**config.mk**
```make
export PLATFORM = sky130hd
export DESIGN_NAME = pcrcg_top
export DESIGN_NICKNAME = d
export VERILOG_FILES = /design/src/pcrcg_pkg.sv /design/src/pcrcg_lfsr.sv /design/src/pcrcg_regs.sv /design/src/pcrcg_top.sv
export SDC_FILE = /design/constraint.sdc
export NUM_CORES = 1
export LEC_CHECK = 0
export BUFFER_PORTS_ARGS = -buffer_cell sky130_fd_sc_hd__buf_2
export CORE_UTILIZATION = 25
export DETAILED_ROUTE_END_ITERATION = 10
export GPL_TIMING_DRIVEN = 0
export HOLD_SLACK_MARGIN = 0.02
export PLACE_DENSITY = 0.43
export SLEW_MARGIN = 25
export SYNTH_ARGS = -nofsm -noshare
export SYNTH_HDL_FRONTEND = slang
export SYNTH_SLANG_ARGS = --single-unit
```
**constraint.sdc**
```tcl
create_clock -name ref_clk_i -period 4.2 [get_ports ref_clk_i]
set_input_delay 0.21 -clock ref_clk_i [delete_from_list [all_inputs] [get_ports ref_clk_i]]
set_output_delay 0.21 -clock ref_clk_i [all_outputs]
set_load 0.02 [all_outputs]
```
**src/pcrcg_pkg.sv**
```systemverilog
// Package: constants and carrier types of the programmable CRC generator
package pcrcg_pkg;
	localparam int unsigned ADDR_W = 4;
	localparam int unsigned DATA_W = 16;
	localparam logic [3:0] OFS_CONTROL = 4'h0;
	localparam logic [3:0] OFS_TAPS = 4'h1;
	localparam logic [3:0] OFS_DATA = 4'h2;
	localparam logic [3:0] OFS_WDATA = 4'h3;
	localparam int unsigned CTL_LEN_LSB = 0;
	localparam int unsigned CTL_GO_BIT = 4;
	localparam int unsigned CTL_EMPTY_BIT = 6;
	localparam int unsigned CTL_FULL_BIT = 7;
	localparam int unsigned CTL_CNT_LSB = 8;
	localparam int unsigned CTL_IDLE_BIT = 13;
	localparam logic [3:0] LEN_DEEP_MAX = 4'h7;
	localparam logic [4:0] DEPTH_SHALLOW = 5'h08;
	localparam logic [4:0] DEPTH_DEEP = 5'h10;
	localparam int unsigned FIFO_SLOTS = 16;
	localparam logic [15:0] TAPS_MASK = 16'hFFFE;
	localparam logic [3:0] LEN_RESET = 4'h0;
	localparam logic [15:0] TAPS_RESET = 16'h0000;
	localparam logic [15:0] SHIFT_RESET = 16'h0000;

	typedef struct packed {
		logic [ADDR_W-1:0] addr;
		logic [DATA_W-1:0] wdata;
		logic wr;
		logic rd;
	} pcrcg_bus_req_t;

	typedef struct packed {
		logic go;
		logic idle_stop;
		logic [3:0] len;
		logic [15:0] taps;
	} pcrcg_cfg_t;

	typedef enum logic [0:0] {
		PCRCG_IDLE,
		PCRCG_SHIFT
	} pcrcg_state_t;
endpackage

```
**src/pcrcg_lfsr.sv**
```systemverilog
// Galois feedback shift register step of programmable length
`timescale 1ns/1ps
module pcrcg_lfsr (
	input wire logic [15:0] crc_i,
	input wire logic [15:0] taps_i,
	input wire logic [3:0] len_i,
	input wire logic bit_i,
	output logic [15:0] crc_o
);
	import pcrcg_pkg::*;
	logic fb;
	logic [15:0] len_mask;
	always_comb begin
		len_mask = 16'hFFFF >> (4'hF - len_i);
		fb = bit_i ^ crc_i[len_i];
		// Shift up, inject feedback at enabled taps (see RULE19)
		crc_o = ({crc_i[14:0], fb} ^ ({16{fb}} & taps_i & TAPS_MASK)) & len_mask;
	end
endmodule

```
**src/pcrcg_regs.sv**
```systemverilog
// Register read multiplexer of the CRC generator
`timescale 1ns/1ps
module pcrcg_regs (
	input wire logic [3:0] addr_i,
	input wire logic [15:0] control_i,
	input wire logic [15:0] taps_i,
	input wire logic [15:0] crc_i,
	output logic [15:0] rdata_o
);
	import pcrcg_pkg::*;
	always_comb begin
		case (addr_i)
			OFS_CONTROL: rdata_o = control_i;
			OFS_TAPS: rdata_o = taps_i & TAPS_MASK; // see RULE2
			OFS_DATA, OFS_WDATA: rdata_o = crc_i; // see RULE20
			default: rdata_o = 16'h0000;
		endcase
	end
endmodule

```
**src/pcrcg_top.sv**
```systemverilog
// Programmable CRC generator: registers, word FIFO and serial shifter
// Operation
// RULE1 - Length field holds polynomial length minus one
// RULE2 - Taps 15..1 select XOR terms, bit0 zero
// RULE3 - Software writes go to start, zero stops
// RULE4 - FIFO 8 deep if length above 7
// RULE5 - Byte writes accepted, words length plus one
// RULE6 - Count increments when top byte written
// RULE7 - Shift while go and count nonzero
// RULE8 - One bit shifted per clock cycle
// RULE9 - Full at depth, empty at zero count
// RULE10 - Write while full wraps count to zero
// RULE11 - Interrupt when count falls one to zero
// RULE12 - Software reads result only after empty
// RULE13 - Software flushes by running until empty
// RULE14 - Software waits a cycle before count read
// RULE15 - Software primes FIFO, polls count
// RULE16 - Sleep freezes all state; register reads still load rdata in sleep
// RULE17 - Idle-stop freezes in idle, interrupt passes
// RULE18 - Status read-only, empty resets to one
// RULE19 - Galois feedback at enabled taps
// RULE20 - Result readable through data registers
`timescale 1ns/1ps
module pcrcg_top (
	input wire logic ref_clk_i,
	input wire logic resetn_i,
	input wire pcrcg_pkg::pcrcg_bus_req_t bus_i,
	input wire logic [1:0] wbe_i,
	input wire logic sleep_i,
	input wire logic idle_i,
	output logic [15:0] rdata_o,
	output logic irq_o
);
	import pcrcg_pkg::*;

	typedef struct packed {
		pcrcg_cfg_t cfg;
		logic [4:0] count;
		logic [3:0] rd_ptr;
		logic [3:0] wr_ptr;
		logic [3:0] bit_idx;
		logic [15:0] crc;
		logic [15:0] rdata;
		logic irq;
		pcrcg_state_t state;
	} pcrcg_st_t;

	pcrcg_st_t st_r;
	pcrcg_st_t st_nxt;
	logic [15:0] mem_r [FIFO_SLOTS];
	logic [15:0] word_acc_r;
	logic [15:0] mem_wdata;
	logic mem_we;
	logic [4:0] depth;
	logic full;
	logic empty;
	logic frozen;
	logic shift_en;
	logic [15:0] cur_word;
	logic cur_bit;
	logic [15:0] crc_step;
	logic [15:0] control;
	logic [15:0] reg_rdata;
	logic top_lane_hi;
	logic wr_data;
	logic [15:0] merged;

	////////////////////////////////////////////////////////////////////////
	// Status and configuration views
	always_comb begin
		depth = (st_r.cfg.len > LEN_DEEP_MAX) ? DEPTH_SHALLOW : DEPTH_DEEP; // see RULE4
		full = (st_r.count == depth); // see RULE9
		empty = (st_r.count == 5'h00); // see RULE9
		frozen = sleep_i | (idle_i & st_r.cfg.idle_stop); // see RULE16 / RULE17
		shift_en = st_r.cfg.go & !empty & !frozen; // see RULE7
		cur_word = mem_r[st_r.rd_ptr];
		cur_bit = cur_word[st_r.cfg.len - st_r.bit_idx]; // MSb first
		top_lane_hi = (st_r.cfg.len > LEN_DEEP_MAX);
		wr_data = bus_i.wr & (bus_i.addr == OFS_WDATA) & !frozen;
		control = 16'h0000;
		control[CTL_LEN_LSB +: 4] = st_r.cfg.len;
		control[CTL_GO_BIT] = st_r.cfg.go;
		control[CTL_EMPTY_BIT] = empty; // see RULE18
		control[CTL_FULL_BIT] = full;
		control[CTL_CNT_LSB +: 5] = st_r.count;
		control[CTL_IDLE_BIT] = st_r.cfg.idle_stop;
	end

	pcrcg_lfsr u_lfsr (
		.crc_i(st_r.crc),
		.taps_i(st_r.cfg.taps),
		.len_i(st_r.cfg.len),
		.bit_i(cur_bit),
		.crc_o(crc_step)
	);

	pcrcg_regs u_regs (
		.addr_i(bus_i.addr),
		.control_i(control),
		.taps_i(st_r.cfg.taps),
		.crc_i(st_r.crc),
		.rdata_o(reg_rdata)
	);

	////////////////////////////////////////////////////////////////////////
	// Byte-lane merge of the write-data register
	always_comb begin
		merged = word_acc_r;
		if (wbe_i[0]) begin
			merged[7:0] = bus_i.wdata[7:0]; // see RULE5
		end
		if (wbe_i[1]) begin
			merged[15:8] = bus_i.wdata[15:8];
		end
		mem_wdata = merged;
		// Word completes when the lane holding its MSb is written
		mem_we = wr_data & (top_lane_hi ? wbe_i[1] : wbe_i[0]); // see RULE6
	end

	////////////////////////////////////////////////////////////////////////
	// Next state
	always_comb begin
		st_nxt = st_r;
		st_nxt.irq = 1'b0;
		st_nxt.rdata = bus_i.rd ? reg_rdata : 16'h0000;
		if (bus_i.wr && !frozen) begin
			case (bus_i.addr)
				OFS_CONTROL: begin
					st_nxt.cfg.len = bus_i.wdata[CTL_LEN_LSB +: 4]; // see RULE1
					st_nxt.cfg.go = bus_i.wdata[CTL_GO_BIT]; // see RULE3
					st_nxt.cfg.idle_stop = bus_i.wdata[CTL_IDLE_BIT];
				end
				OFS_TAPS: st_nxt.cfg.taps = bus_i.wdata & TAPS_MASK; // see RULE2
				OFS_DATA: st_nxt.crc = bus_i.wdata;
				default: st_nxt.cfg = st_r.cfg;
			endcase
		end
		if (!frozen) begin
			case (st_r.state)
				PCRCG_IDLE: begin
					st_nxt.bit_idx = 4'h0;
					if (shift_en) begin
						st_nxt.state = PCRCG_SHIFT;
					end
				end
				PCRCG_SHIFT: begin
					if (!st_r.cfg.go || empty) begin
						st_nxt.state = PCRCG_IDLE;
					end
				end
				default: st_nxt.state = PCRCG_IDLE;
			endcase
		end
		if (shift_en) begin
			st_nxt.crc = crc_step; // see RULE8
			if (st_r.bit_idx == st_r.cfg.len) begin
				st_nxt.bit_idx = 4'h0;
				st_nxt.rd_ptr = st_r.rd_ptr + 4'h1;
				st_nxt.count = st_r.count - 5'h01; // see RULE7
				if (st_r.count == 5'h01 && !mem_we) begin
					st_nxt.irq = 1'b1; // see RULE11
				end
			end else begin
				st_nxt.bit_idx = st_r.bit_idx + 4'h1;
			end
		end
		if (mem_we) begin
			st_nxt.wr_ptr = st_r.wr_ptr + 4'h1;
			if (full) begin
				st_nxt.count = 5'h00; // see RULE10
				st_nxt.rd_ptr = st_r.wr_ptr + 4'h1;
				st_nxt.bit_idx = 4'h0;
			end else begin
				st_nxt.count = st_nxt.count + 5'h01; // see RULE6
			end
		end
	end

	////////////////////////////////////////////////////////////////////////
	// Registers
	always_ff @(posedge ref_clk_i or negedge resetn_i) begin
		if (!resetn_i) begin
			st_r <= '{cfg: '{go: 1'b0, idle_stop: 1'b0, len: LEN_RESET,
				taps: TAPS_RESET}, count: 5'h00, rd_ptr: 4'h0, wr_ptr: 4'h0,
				bit_idx: 4'h0, crc: SHIFT_RESET, rdata: 16'h0000, irq: 1'b0,
				state: PCRCG_IDLE}; // see RULE18
			word_acc_r <= 16'h0000;
		end else begin
			st_r <= st_nxt;
			if (wr_data) begin
				word_acc_r <= merged;
			end
		end
	end

	always_ff @(posedge ref_clk_i) begin
		if (mem_we) begin
			mem_r[st_r.wr_ptr] <= mem_wdata;
		end
	end

	assign rdata_o = st_r.rdata;
	assign irq_o = st_r.irq;

	////////////////////////////////////////////////////////////////////////
	// Checks
	property p_depth;
		@(posedge ref_clk_i) disable iff (!resetn_i)
		st_r.count <= depth;
	endproperty
	a_depth: assert property (p_depth) else $error("count above depth"); // see RULE4

	property p_irq;
		@(posedge ref_clk_i) disable iff (!resetn_i)
		irq_o |-> $past(st_r.count) == 5'h01 && empty;
	endproperty
	a_irq: assert property (p_irq) else $error("irq without 1 to 0"); // see RULE11

	property p_wrap;
		@(posedge ref_clk_i) disable iff (!resetn_i)
		mem_we && full |=> empty && !irq_o;
	endproperty
	a_wrap: assert property (p_wrap) else $error("no wrap on full"); // see RULE10

	property p_noshift;
		@(posedge ref_clk_i) disable iff (!resetn_i)
		!st_r.cfg.go && !(bus_i.wr && bus_i.addr == OFS_DATA) |=> $stable(st_r.crc);
	endproperty
	a_noshift: assert property (p_noshift) else $error("shift without go"); // see RULE7

	property p_freeze;
		@(posedge ref_clk_i) disable iff (!resetn_i)
		sleep_i |=> $stable(st_r.count) && $stable(st_r.crc);
	endproperty
	a_freeze: assert property (p_freeze) else $error("moved in sleep"); // see RULE16

	property p_idle;
		@(posedge ref_clk_i) disable iff (!resetn_i)
		idle_i && st_r.cfg.idle_stop |=> $stable(st_r.count);
	endproperty
	a_idle: assert property (p_idle) else $error("moved in idle"); // see RULE17

	property p_inc;
		@(posedge ref_clk_i) disable iff (!resetn_i)
		mem_we && !full && !shift_en |=> st_r.count == $past(st_r.count) + 5'h01;
	endproperty
	a_inc: assert property (p_inc) else $error("count not bumped"); // see RULE6

	property p_taps0;
		@(posedge ref_clk_i) disable iff (!resetn_i)
		bus_i.rd && bus_i.addr == OFS_TAPS |=> !rdata_o[0];
	endproperty
	a_taps0: assert property (p_taps0) else $error("tap 0 set"); // see RULE2
endmodule

```
# --- After elaboration in Yosys (flattened, before gate mapping) ---
# Memories as Yosys holds them, arrays and structs flattened.
# Cells that the tools add are included.
word_totals:
  regBits: 88
  ramBits: 256
  in_bits: 28
  output_inout_bits: 17
  wordCells: 88
  mem_count: 1
mem_list:
  columns: ["memory", "words", "width", "read_ports", "rd_ports_with_merged_regs", "wr", "line", "rtl"]
  rows:
  - ["mem_r", 16, 16, 1, 0, 1, "pcrcg_top.sv:50", "logic [15:0] mem_r [FIFO_SLOTS];"]
op_classes:
  n_addsub: 7
  order_cmp: 3
  n_eq_ne: 6
  shifts: 1
  n_mux: 30
  n_bitwise: 12
  reduce_logical: 15
op_table:
  columns: ["op", "count"]
  rows:
  - ["$mux 16", 3]
  - ["$pmux 16 s3", 1]
  - ["$and 16x16->16", 2]
  - ["$mux 20", 1]
  - ["$mux 4", 5]
  - ["$mux 9", 2]
  - ["$mux 17", 1]
  - ["$mux 8", 2]
  - ["$shr 16x4->16 const A", 1]
  - ["$xor 16x16->16", 1]
  - ["$add 4x1->4 const B", 3]
  - ["$lt 4x5->1 const B", 2]
  - ["$mux 1", 10]
  - ["$mux 5", 2]
  - ["$bmux 1 s4", 2]
  - ["$eq 4x2->1 const B", 2]
  - ["$and 1x1->1", 6]
  - ["$reduce_and 2->1", 3]
  - ["$add 5x1->5 const B", 1]
  - ["$eq 5x1->1 const B", 1]
  - ["$eq 5x5->1", 1]
  - ["$logic_not 5->1", 1]
  - ["$sub 5x1->5 const B", 1]
  - ["$eq 4x1->1 const B", 1]
  - ["14 further kinds", 19]

# --- Depth between registers and ports, before layout ---
# Gate-level depths: netlist of the first run.
depth:
  word_depth: 10
  mapped_depth: 17
  depth_no_buf: 13

# --- Cells and area by module ---
# A second synthesis of the first run with hierarchy kept.
unflattened:
  hier_cells: 1032
  area_unflattened_um2: 15768.9
by_module_without_submodules:
  columns: ["mod", "n_inst", "cells_each", "area_per_inst_um2"]
  rows:
  - ["pcrcg_top", 1, 848, 14370.0]
  - ["pcrcg_lfsr", 1, 129, 917.1]
  - ["pcrcg_regs", 1, 55, 481.7]

# --- Worst setup path before layout of the first run ---
# Ideal clock, no wire load.
synth_path:
  path_kind: "reg2reg"
  from: "register st_r (netlist bit control[13])"
  to: "memory mem_r[2][0] (enable)"
  setup_ns: 0.409
  arrival_time_ns: 3.035
  path_slack_ns: 0.755
  path_stages_with_launch: 7
  n_path_buf: 1
  cell_sequence: "dfrtp_1 -> a21oi_1 -> nand4_1 -> nor2_1 -> clkbuf_1 -> nand2_1 -> nor3_1"
synth_between:
  elab_chain_cells: 7
synth_lines:
  columns: ["item", "line", "rtl"]
  rows:
  - ["start, declared", "pcrcg_top.sv:48", "pcrcg_st_t st_r;"]
  - ["start signal, assigned", "pcrcg_top.sv:183", "st_r <= '{cfg: '{go: 1'b0, idle_stop: 1'b0, len: LEN_RESET,"]
  - ["start signal, assigned", "pcrcg_top.sv:189", "st_r <= st_nxt;"]
  - ["$and 1x1->1", "pcrcg_top.sv:74", "frozen = sleep_i | (idle_i & st_r.cfg.idle_stop);"]
  - ["$or 1x1->1", "pcrcg_top.sv:74", null]
  - ["$logic_not 1->1", null, null]
  - ["$and 1x1->1", "pcrcg_top.sv:79", "wr_data = bus_i.wr & (bus_i.addr == OFS_WDATA) & !frozen;"]
  - ["$and 1x1->1", "pcrcg_top.sv:117", "mem_we = wr_data & (top_lane_hi ? wbe_i[1] : wbe_i[0]);"]
  - ["$mux 1", "pcrcg_top.sv:197", "if (mem_we) begin"]
  - ["$mux 1 (not written as such)", "pcrcg_top.sv:198", "mem_r[st_r.wr_ptr] <= mem_wdata;"]
  - ["end, declared", "pcrcg_top.sv:50", null]
# Every way passes these cells.

# --- Final worst setup path of the first run ---
layout_path:
  from: "register st_r (netlist bit control[0])"
  to: "register st_r[31] (netlist bit)"
layout_between:
  elab_chain_cells: 8
  elab_cells_between_ends: 12
  cone_classes: "2 x add/sub; 1 x shift; 5 x mux; 4 x bitwise"
layout_lines:
  columns: ["item", "line", "rtl"]
  rows:
  - ["$sub 4x4->4", "pcrcg_top.sv:77", "cur_bit = cur_word[st_r.cfg.len - st_r.bit_idx];"]
  - ["$bmux 1 s4", "pcrcg_top.sv:77", null]
  - ["$mux 1 (not written as such)", "pcrcg_top.sv:77", null]
  - ["$xor 1x1->1", "pcrcg_lfsr.sv:15", "fb = bit_i ^ crc_i[len_i];"]
  - ["$and 16x16->16", "pcrcg_lfsr.sv:17", "crc_o = ({crc_i[14:0], fb} ^ ({16{fb}} & taps_i & TAPS_MASK)) & len_mask;"]
  - ["$xor 16x16->16", "pcrcg_lfsr.sv:17", null]
  - ["$and 16x16->16 *", "pcrcg_lfsr.sv:17", null]
  - ["$mux 20 *", "pcrcg_top.sv:154", "if (shift_en) begin"]
# Mark *: on every way between the ends. The rest lies on a longest branch, timed or not. The select of a mux whose other input is x is not followed.
# A chain may end at the register's enable or synchronous reset.

==> reports/qor.csv, run 1 <==
metric,value,unit
GRT Util Overall,0.145,
Tightest Pin Transition,0.832,ns
crit-path leading delay family,buffers and inverters,
Worst path slowest cell,fa_1,
number of synthesized flops with an enable pin,256,
maximum vdd drop,0.248,mV
HPWL after detailed placement,30400,um
Place WS,-0.250,ns
drc violations,0,
"area leader, netlist",edfxtp_1,
Buf/Inv on CP,6,
Fillers,5927,
Placement Cell Area,16900,um2
Inserted Clock Buffers,38,
H-tree depth,2,
drt pass-1 iters,5,
Routed Antenna Nets,0,
RSZ-0062 raised after global routing,no,
Initial Util,0.255,
Final Wtd Congestion,0.836,
most frequent cells in the layout,"256 x edfxtp_1, 88 x dfrtp_1, 64 x nand2_1",
worst path cell trace,buf_4 -> inv_1 -> ha_1 -> inv_1 -> fa_1 -> buf_2 -> nand3_1 -> o21ai_0 -> nor3_1 -> o22ai_1 -> o21ai_0 -> a2bb2oi_2 -> xnor2_2 -> buf_6 -> buf_4 -> nor2_1 -> nor3_2,
Syn Area/Cell,15.5,um2
final setup vio count,0,
area occupied by multi-input gates,4810,um2
"CTS clk-pin slew, worst paths",0.06,ns
Hold Slack,0.0877,ns
Seq cells post-synth,344,
Lkg Pwr,6.44,nW
global route overflow,0,
Setup crit end kind,flop,
post-layout util,0.308,
Synth cell types,62,
Max Cap Violations,0,
Final period util,0.902,
DR WL/cell,23.0,um
Syn-to-layout area delta,21.0,%
Mapped Area,15100,um2
crit path launch type,flop,
Yosys warnings,0,
hold_sp,bus_i[0],
Die W,248,um
max-slew violations,0,
kind of critical path,reg -> reg,
DR vias,9188,
row count,89,
Pwr per Cell Area,577,nW/um2
CTS Sinks,344,
register area share after synthesis,0.653,
cells after synthesis,976,
initial antenna violation count,1,
fin crit period,3.79,ns
critical path required time,4.65,ns
IO Port Bufs,42,
1st-iter DRT viols,769,
Reg2Reg Launch Point,control[0],
FF-to-FF path depth,17,
ys async rst share,0.256,
CP arrival,4.24,ns
"commonest non-fill, non-tap cell in the layout",edfxtp_1,
Slew HR,0.446,
largest net degree at the start of global routing,56,
FF/Latch Area,9890,um2
Core ar.,59500,um2
Final Cell Area,18300,um2
synth top area cells,"edfxtp_1 51%, dfrtp_1 15%, mux4_2 7.3%",
CP max stage delay,0.54,ns
CTS tree,yes,
Final Hold Viols,0,
CTS max path bufs,3,
Hold Path Cell Cnt,3,
final WL,43800,um
vias in the first global route,9319,
vias per cell,4.82,
post-synth top area share,0.508,
FMAX,0.264,GHz
final setup margin,0.413,ns
first-pass GRT wire length,64200,um
Max Clock Skew,0.0154,ns
status,finished clean,
"Primary FF master, synth",edfxtp_1,
ratio of cells with drive above 1 in the final layout,0.262,
Worst-Skew Late Latency,0.54,ns
R2R Setup Slk,0.41,ns
top fanout value on the critical path,10,
reg2reg end,st_r[31],
num ports,45,
Hold Path Sink,rdata_o[15],
min-delay worst type,in -> reg,
Die Area,61500,um2
Clk Tree Root Cell,clkbuf_16,
syn_nets,1018,
Die Height,248,um
Post-layout nets,1145,
==> cells by family (layout without fill, tap and decap cells) <==
kind of cell	count (synthesis)	count (layout)	share of synthesized area
AND/OR/NAND/NOR	245	245	0.0802
buffers and inverters	92	249	0.0368
adder cells (fa/ha/maj)	14	14	0.0121
XOR/XNOR	15	15	0.00918
AO/OA/AOI/OAI	132	132	0.0585
flip-flops	344	344	0.653
multiplexers	134	134	0.150
other	0	1	0
==> metrics by stage <==
| step | total power [mW] | cells | TNS, ns |
|---|---|---|---|
| after floorplan | 6.25 | 976 | 0 |
| after global placement | 7.27 | 1791 | -306.27 |
| after detailed placement | 7.30 | 1817 | -1.52 |
| after CTS | 10.7 | 1906 | 0 |
| after global routing | 11.0 | 1907 | 0 |
| final | 10.6 | 1907 | 0 |
==> worst reg2reg max path, stage by stage, from the launching register on <==
cell and delay (ns):
dfrtp_1 0.41, buf_4 0.23, inv_1 0.07, ha_1 0.19, inv_1 0.07, fa_1 0.54, buf_2 0.28, nand3_1 0.11
o21ai_0 0.08, nor3_1 0.23, o22ai_1 0.11, o21ai_0 0.22, a2bb2oi_2 0.29, xnor2_2 0.20, buf_6 0.20, buf_4 0.22
nor2_1 0.08, nor3_2 0.19
==> synth_stat cells, drive strengths merged (3+ instances only) <==
| cell type | count |
|---|---|
| buf | 44 |
| clkbuf | 26 |
| mux2i | 15 |
| inv | 22 |
| a222oi | 11 |
| mux4 | 64 |
| nor2b | 4 |
| a211oi | 4 |
| ha | 13 |
| and3 | 5 |
| o22ai | 11 |
| dfrtp | 88 |
| a22oi | 14 |
| nand4 | 7 |
| nand3b | 6 |
| o211ai | 7 |
| mux2 | 55 |
| o21ai | 16 |
| or3 | 4 |
| xnor2 | 10 |
| edfxtp | 256 |
| nor4b | 5 |
| or2 | 3 |
| nand2b | 11 |
| a31oi | 11 |
| a22o | 3 |
| and3b | 3 |
| xor2 | 5 |
| nor3 | 16 |
| nand2 | 64 |
| nor4 | 3 |
| nand4b | 5 |
| a21oi | 40 |
| nand3 | 29 |
| or4 | 7 |
| nor2 | 67 |
==> repair_timing <==
item,in CTS,in global routing
resized for setup,1,2
pin swaps,1,0
endpoints found under the setup margin,14,1
hold buffers,17,0
endpoints found under the hold margin,109,0
setup buffers,2,0
==> per-layer routing <==
layer	vias to the layer above	wire [um]	GRT usage
met5	-	0	0
met4	0	891	0.0392
met3	54	1950	0.0195
met2	224	20900	0.234
met1	4844	20000	0.203
li1	4066	-	-
==> layout make-up <==
class | count | share of cell area
flip-flops and latches | 344 | 0.540
multi-input cells | 540 | 0.263
clock buffers | 50 | 0.0556
well taps | 773 | 0.0528
repair buffers | 87 | 0.0459
plain buffers | 70 | 0.0260
clock inverters | 20 | 0.0121
inverters | 22 | 0.00451
diodes | 1 | 0.000137
==> power breakdown <==
| group | switching (mW) | total [mW] | leakage [nW] | internal (mW) |
|---|---|---|---|---|
| logic | 1.81 | 3.13 | 2.36 | 1.32 |
| registers | 0.207 | 4.10 | 3.47 | 3.89 |
| clock network | 1.38 | 3.34 | 0.601 | 1.96 |
| total | 3.40 | 10.6 | 6.44 | 7.18 |
==> worst max-delay path by stage <==
stage                start            to  slack [ns]  depth (start not counted)
6_report        control[0]      st_r[31]        0.41                         17
5_1_grt         control[0]      st_r[25]        0.13                         16
4_1_cts         control[0]   control[12]        0.09                         12
3_5_place_dp   control[13]  mem_r[2][10]       -0.25                          8
3_3_place_gp   control[13]  mem_r[2][10]       -2.79                          6
2_1_floorplan  control[13]   mem_r[2][0]        0.76                          6
==> state kept, by name (all words and copies together) (netlist names) <==
name / count
word_acc_r: 16
irq_o: 1
st_r: 44
rdata_o: 16
control: 11
mem_r: 256
Note: power is estimated with default switching activity, not from simulation.
==> run 2: changes to the inputs <==
- ABC_AREA: not set -> 1
==> reports/qor.csv, run 2 <==
metric,value,unit,change
status,finished clean,,unchanged
GRT Util Overall,0.159,,was 0.145
CTS Sinks,344,,unchanged
Worst-Skew Late Latency,0.57,ns,was 0.54 ns
post-synthesis compound-gate area fraction,0.0589,,was 0.0585
Die Height,249,um,was 248 um
Lkg Pwr,7.36,nW,was 6.44 nW
Max Cap Violations,0,,unchanged
syn_nets,1554,,was 1018
Largest regs,"mem_r (256), st_r (44)",,unchanged
drt pass-1 iters,5,,unchanged
Largest register FFs,256,,unchanged
total chip power,11.0,mW,was 10.6 mW
Final Wtd Congestion,0.879,,was 0.836
ys async rst share,0.256,,unchanged
Initial Util,0.253,,was 0.255
vias in the first global route,11215,,was 9319
crit path launch type,flop,,unchanged
Post-Synth Adder-Cell Area,0.0119,,was 0.0121
cells after synthesis,1512,,was 976
main combinational cell family by area after synthesis,simple AND/OR/NAND/NOR gates,,was multiplexers
"CTS clk-pin slew, worst paths",0.06,ns,about the same
kind of critical path,reg -> reg,,unchanged
grt met3 use,0.0259,,was 0.0195
Final Hold Viols,0,,unchanged
most frequent cells after synthesis,"495 x nand2_1, 256 x edfxtp_1, 206 x nand3_1, 89 x inv_1, 88 x dfrtp_1",,"was 256 x edfxtp_1, 88 x dfrtp_1, 67 x nor2_1, 64 x nand2_1, 55 x mux2_2"
n_diodes,0,,was 1
post-synth top area share,0.502,,was 0.508
number of synthesized flops with an enable pin,256,,unchanged
"area leader, netlist",edfxtp_1,,unchanged
Synth Area in XOR/XNOR,0.00801,,was 0.00918
register area share after synthesis,0.646,,was 0.653
largest net degree at the start of global routing,67,,was 56
routing usage on met1,0.213,,was 0.203
Final period util,0.922,,was 0.902
FMAX,0.258,GHz,was 0.264 GHz
Tightest Pin Transition,0.747,ns,was 0.832 ns
Pwr per Cell Area,601,nW/um2,was 577 nW/um2
Core ar.,60500,um2,was 59500 um2
RSZ-0062 raised after global routing,no,,unchanged
Clk Tree Root Cell,clkbuf_16,,unchanged
final WL,49600,um,was 43800 um
Place WS,0.342,ns,was -0.250 ns
CTS tree,yes,,unchanged
final setup vio count,0,,unchanged
CTS max path bufs,3,,unchanged
Mapped Area,15300,um2,was 15100 um2
post-CTS setup buffers,0,,was 2
initial antenna violation count,1,,unchanged
vias per cell,4.61,,was 4.82
min-delay worst type,in -> async,,was in -> reg
Syn-to-layout area delta,19.9,%,was 21.0%
HPWL after detailed placement,34700,um,was 30400 um
IO Port Bufs,44,,was 42
"Primary FF master, synth",edfxtp_1,,unchanged
gr busiest metal,met2,,unchanged
critical path required time,4.65,ns,about the same
"commonest non-fill, non-tap cell in the layout",nand2_1,,was edfxtp_1
Synth cell types,37,,was 62
first-pass GRT wire length,73700,um,was 64200 um
max-slew violations,0,,unchanged
row count,90,,was 89
Die Area,62200,um2,was 61500 um2
CTS resizes,0,,was 1
Simple-Gate Fraction of Synth Area,0.210,,was 0.0802
Biggest register,mem_r,,unchanged
CP arrival,4.33,ns,was 4.24 ns
num ports,45,,unchanged
ratio of cells with drive above 1 in the final layout,0.138,,was 0.262
final setup margin,0.328,ns,was 0.413 ns
top fanout value on the critical path,10,,unchanged
synth top area cells,"edfxtp_1 50%, dfrtp_1 14%, nand2_1 12%",,"was edfxtp_1 51%, dfrtp_1 15%, mux4_2 7.3%"
DR WL/cell,20.3,um,was 23.0 um
Routed Antenna Nets,0,,unchanged
global route overflow,0,,unchanged
Setup crit end kind,flop,,unchanged
fin crit period,3.87,ns,was 3.79 ns
most common cell in the netlist,nand2_1,,was edfxtp_1
Inserted Clock Buffers,40,,was 38
H-tree depth,2,,unchanged
Seq cells post-synth,344,,unchanged
most frequent cells in the layout,"495 x nand2_1, 256 x edfxtp_1, 206 x nand3_1",,"was 256 x edfxtp_1, 88 x dfrtp_1, 64 x nand2_1"
met2 usage,0.261,,was 0.234
1st-iter DRT viols,805,,was 769
Post-layout nets,1678,,was 1145
post-synthesis mux area share,0.0110,,was 0.150
drc violations,0,,unchanged
Yosys warnings,0,,unchanged
Die W,249,um,was 248 um
Syn Area/Cell,10.1,um2,was 15.5 um2
Max Clock Skew,0.0196,ns,was 0.0154 ns
maximum vdd drop,0.285,mV,was 0.248 mV
DR vias,11289,,was 9188
Slew HR,0.500,,was 0.446
-- run 2: changes by cell type after synthesis, sizes merged, moves of 21 or more --
cell,change
inv,+69
mux2,-40
nand3,+178
nand2,+432
o21ai,+62
mux4,-64
a21oi,+31
buf,+21
-- run 2: metrics by stage --
| stage | utilization | TNS [ns] | instances | hold slack [ns] | cell area, um2 |
|---|---|---|---|---|---|
| after global placement | 0.273 | -107.14 | 2338 | 0.470 | 16500 |
| after floorplan | - | 0 | 1512 | -0.0856 | 15300 |
| after CTS | 0.304 | 0 | 2447 | 0.0343 | 18400 |
| after global routing | 0.304 | 0 | 2447 | 0.0517 | 18400 |
| final | 0.304 | 0 | 2447 | 0.0560 | 18400 |
| after detailed placement | 0.280 | 0 | 2356 | 0.0842 | 16900 |
-- run 2: what timing repair did --
item,4_1_cts,5_1_grt
hold endpoints to repair,118,0
endpoints found under the setup margin,0,0
hold buffers,20,0
-- run 2: path summary, 6_finish.rpt --
path                            startpoint             to  slack [ns]  cells past startpoint
min in group ref_clk_i           bus_i[20]    rdata_o[15]        0.09                      4
max in group asynchronous         resetn_i  word_acc_r[5]        3.52                      3
worst min-delay path              resetn_i       st_r[20]        0.06                      2
worst max register to register  control[0]    control[12]        0.33                     16
worst max-delay path            control[0]    control[12]        0.33                     16
worst min register to register     st_r[0]        st_r[0]        0.48                      2
-- run 2: routing by layer --
layer	vias to the layer above	routed length [um]
li1	5376	-
met4	0	1590
met2	315	23100
met1	5499	22400
met3	99	2520
met5	-	0
-- run 2: power by group --
part	internal [mW]	switching, mW
Sequential	3.91	0.190
Combinational	1.04	2.58
Clock	1.88	1.42
-- run 2: worst max-delay path, stage by stage (launching register included) --
cell	delay, ns
dfrtp_1	0.39
inv_1	0.14
clkbuf_1	0.45
ha_1	0.21
buf_2	0.32
clkinv_1	0.43
nor2_1	0.21
nand3_1	0.17
nor2_4	0.29
inv_1	0.18
o21ai_0	0.31
inv_1	0.09
ha_1	0.20
nand3_1	0.11
nor2_1	0.06
o21ai_0	0.15
a21oi_1	0.06
-- run 2: cells by family after synthesis --
| logic type | after synthesis |
|---|---|
| compound gates | 168 |
| xor+xnor | 14 |
| fa+ha+maj | 14 |
| buf+inv | 181 |
| flops | 344 |
| mux | 15 |
| simple gates | 776 |
-- run 2: area by class of cell --
| type | instances | area, um2 |
|---|---|---|
| Multi-Input combinational cell | 987 | 4780 |
| Buffer | 86 | 470 |
| Clock inverter | 14 | 120 |
| Fill cell | 6184 | 42100 |
| Inverter | 95 | 357 |
| Timing Repair Buffer | 82 | 669 |
| Tap cell | 782 | 978 |
| Clock buffer | 57 | 1090 |
| Sequential cell | 344 | 9890 |
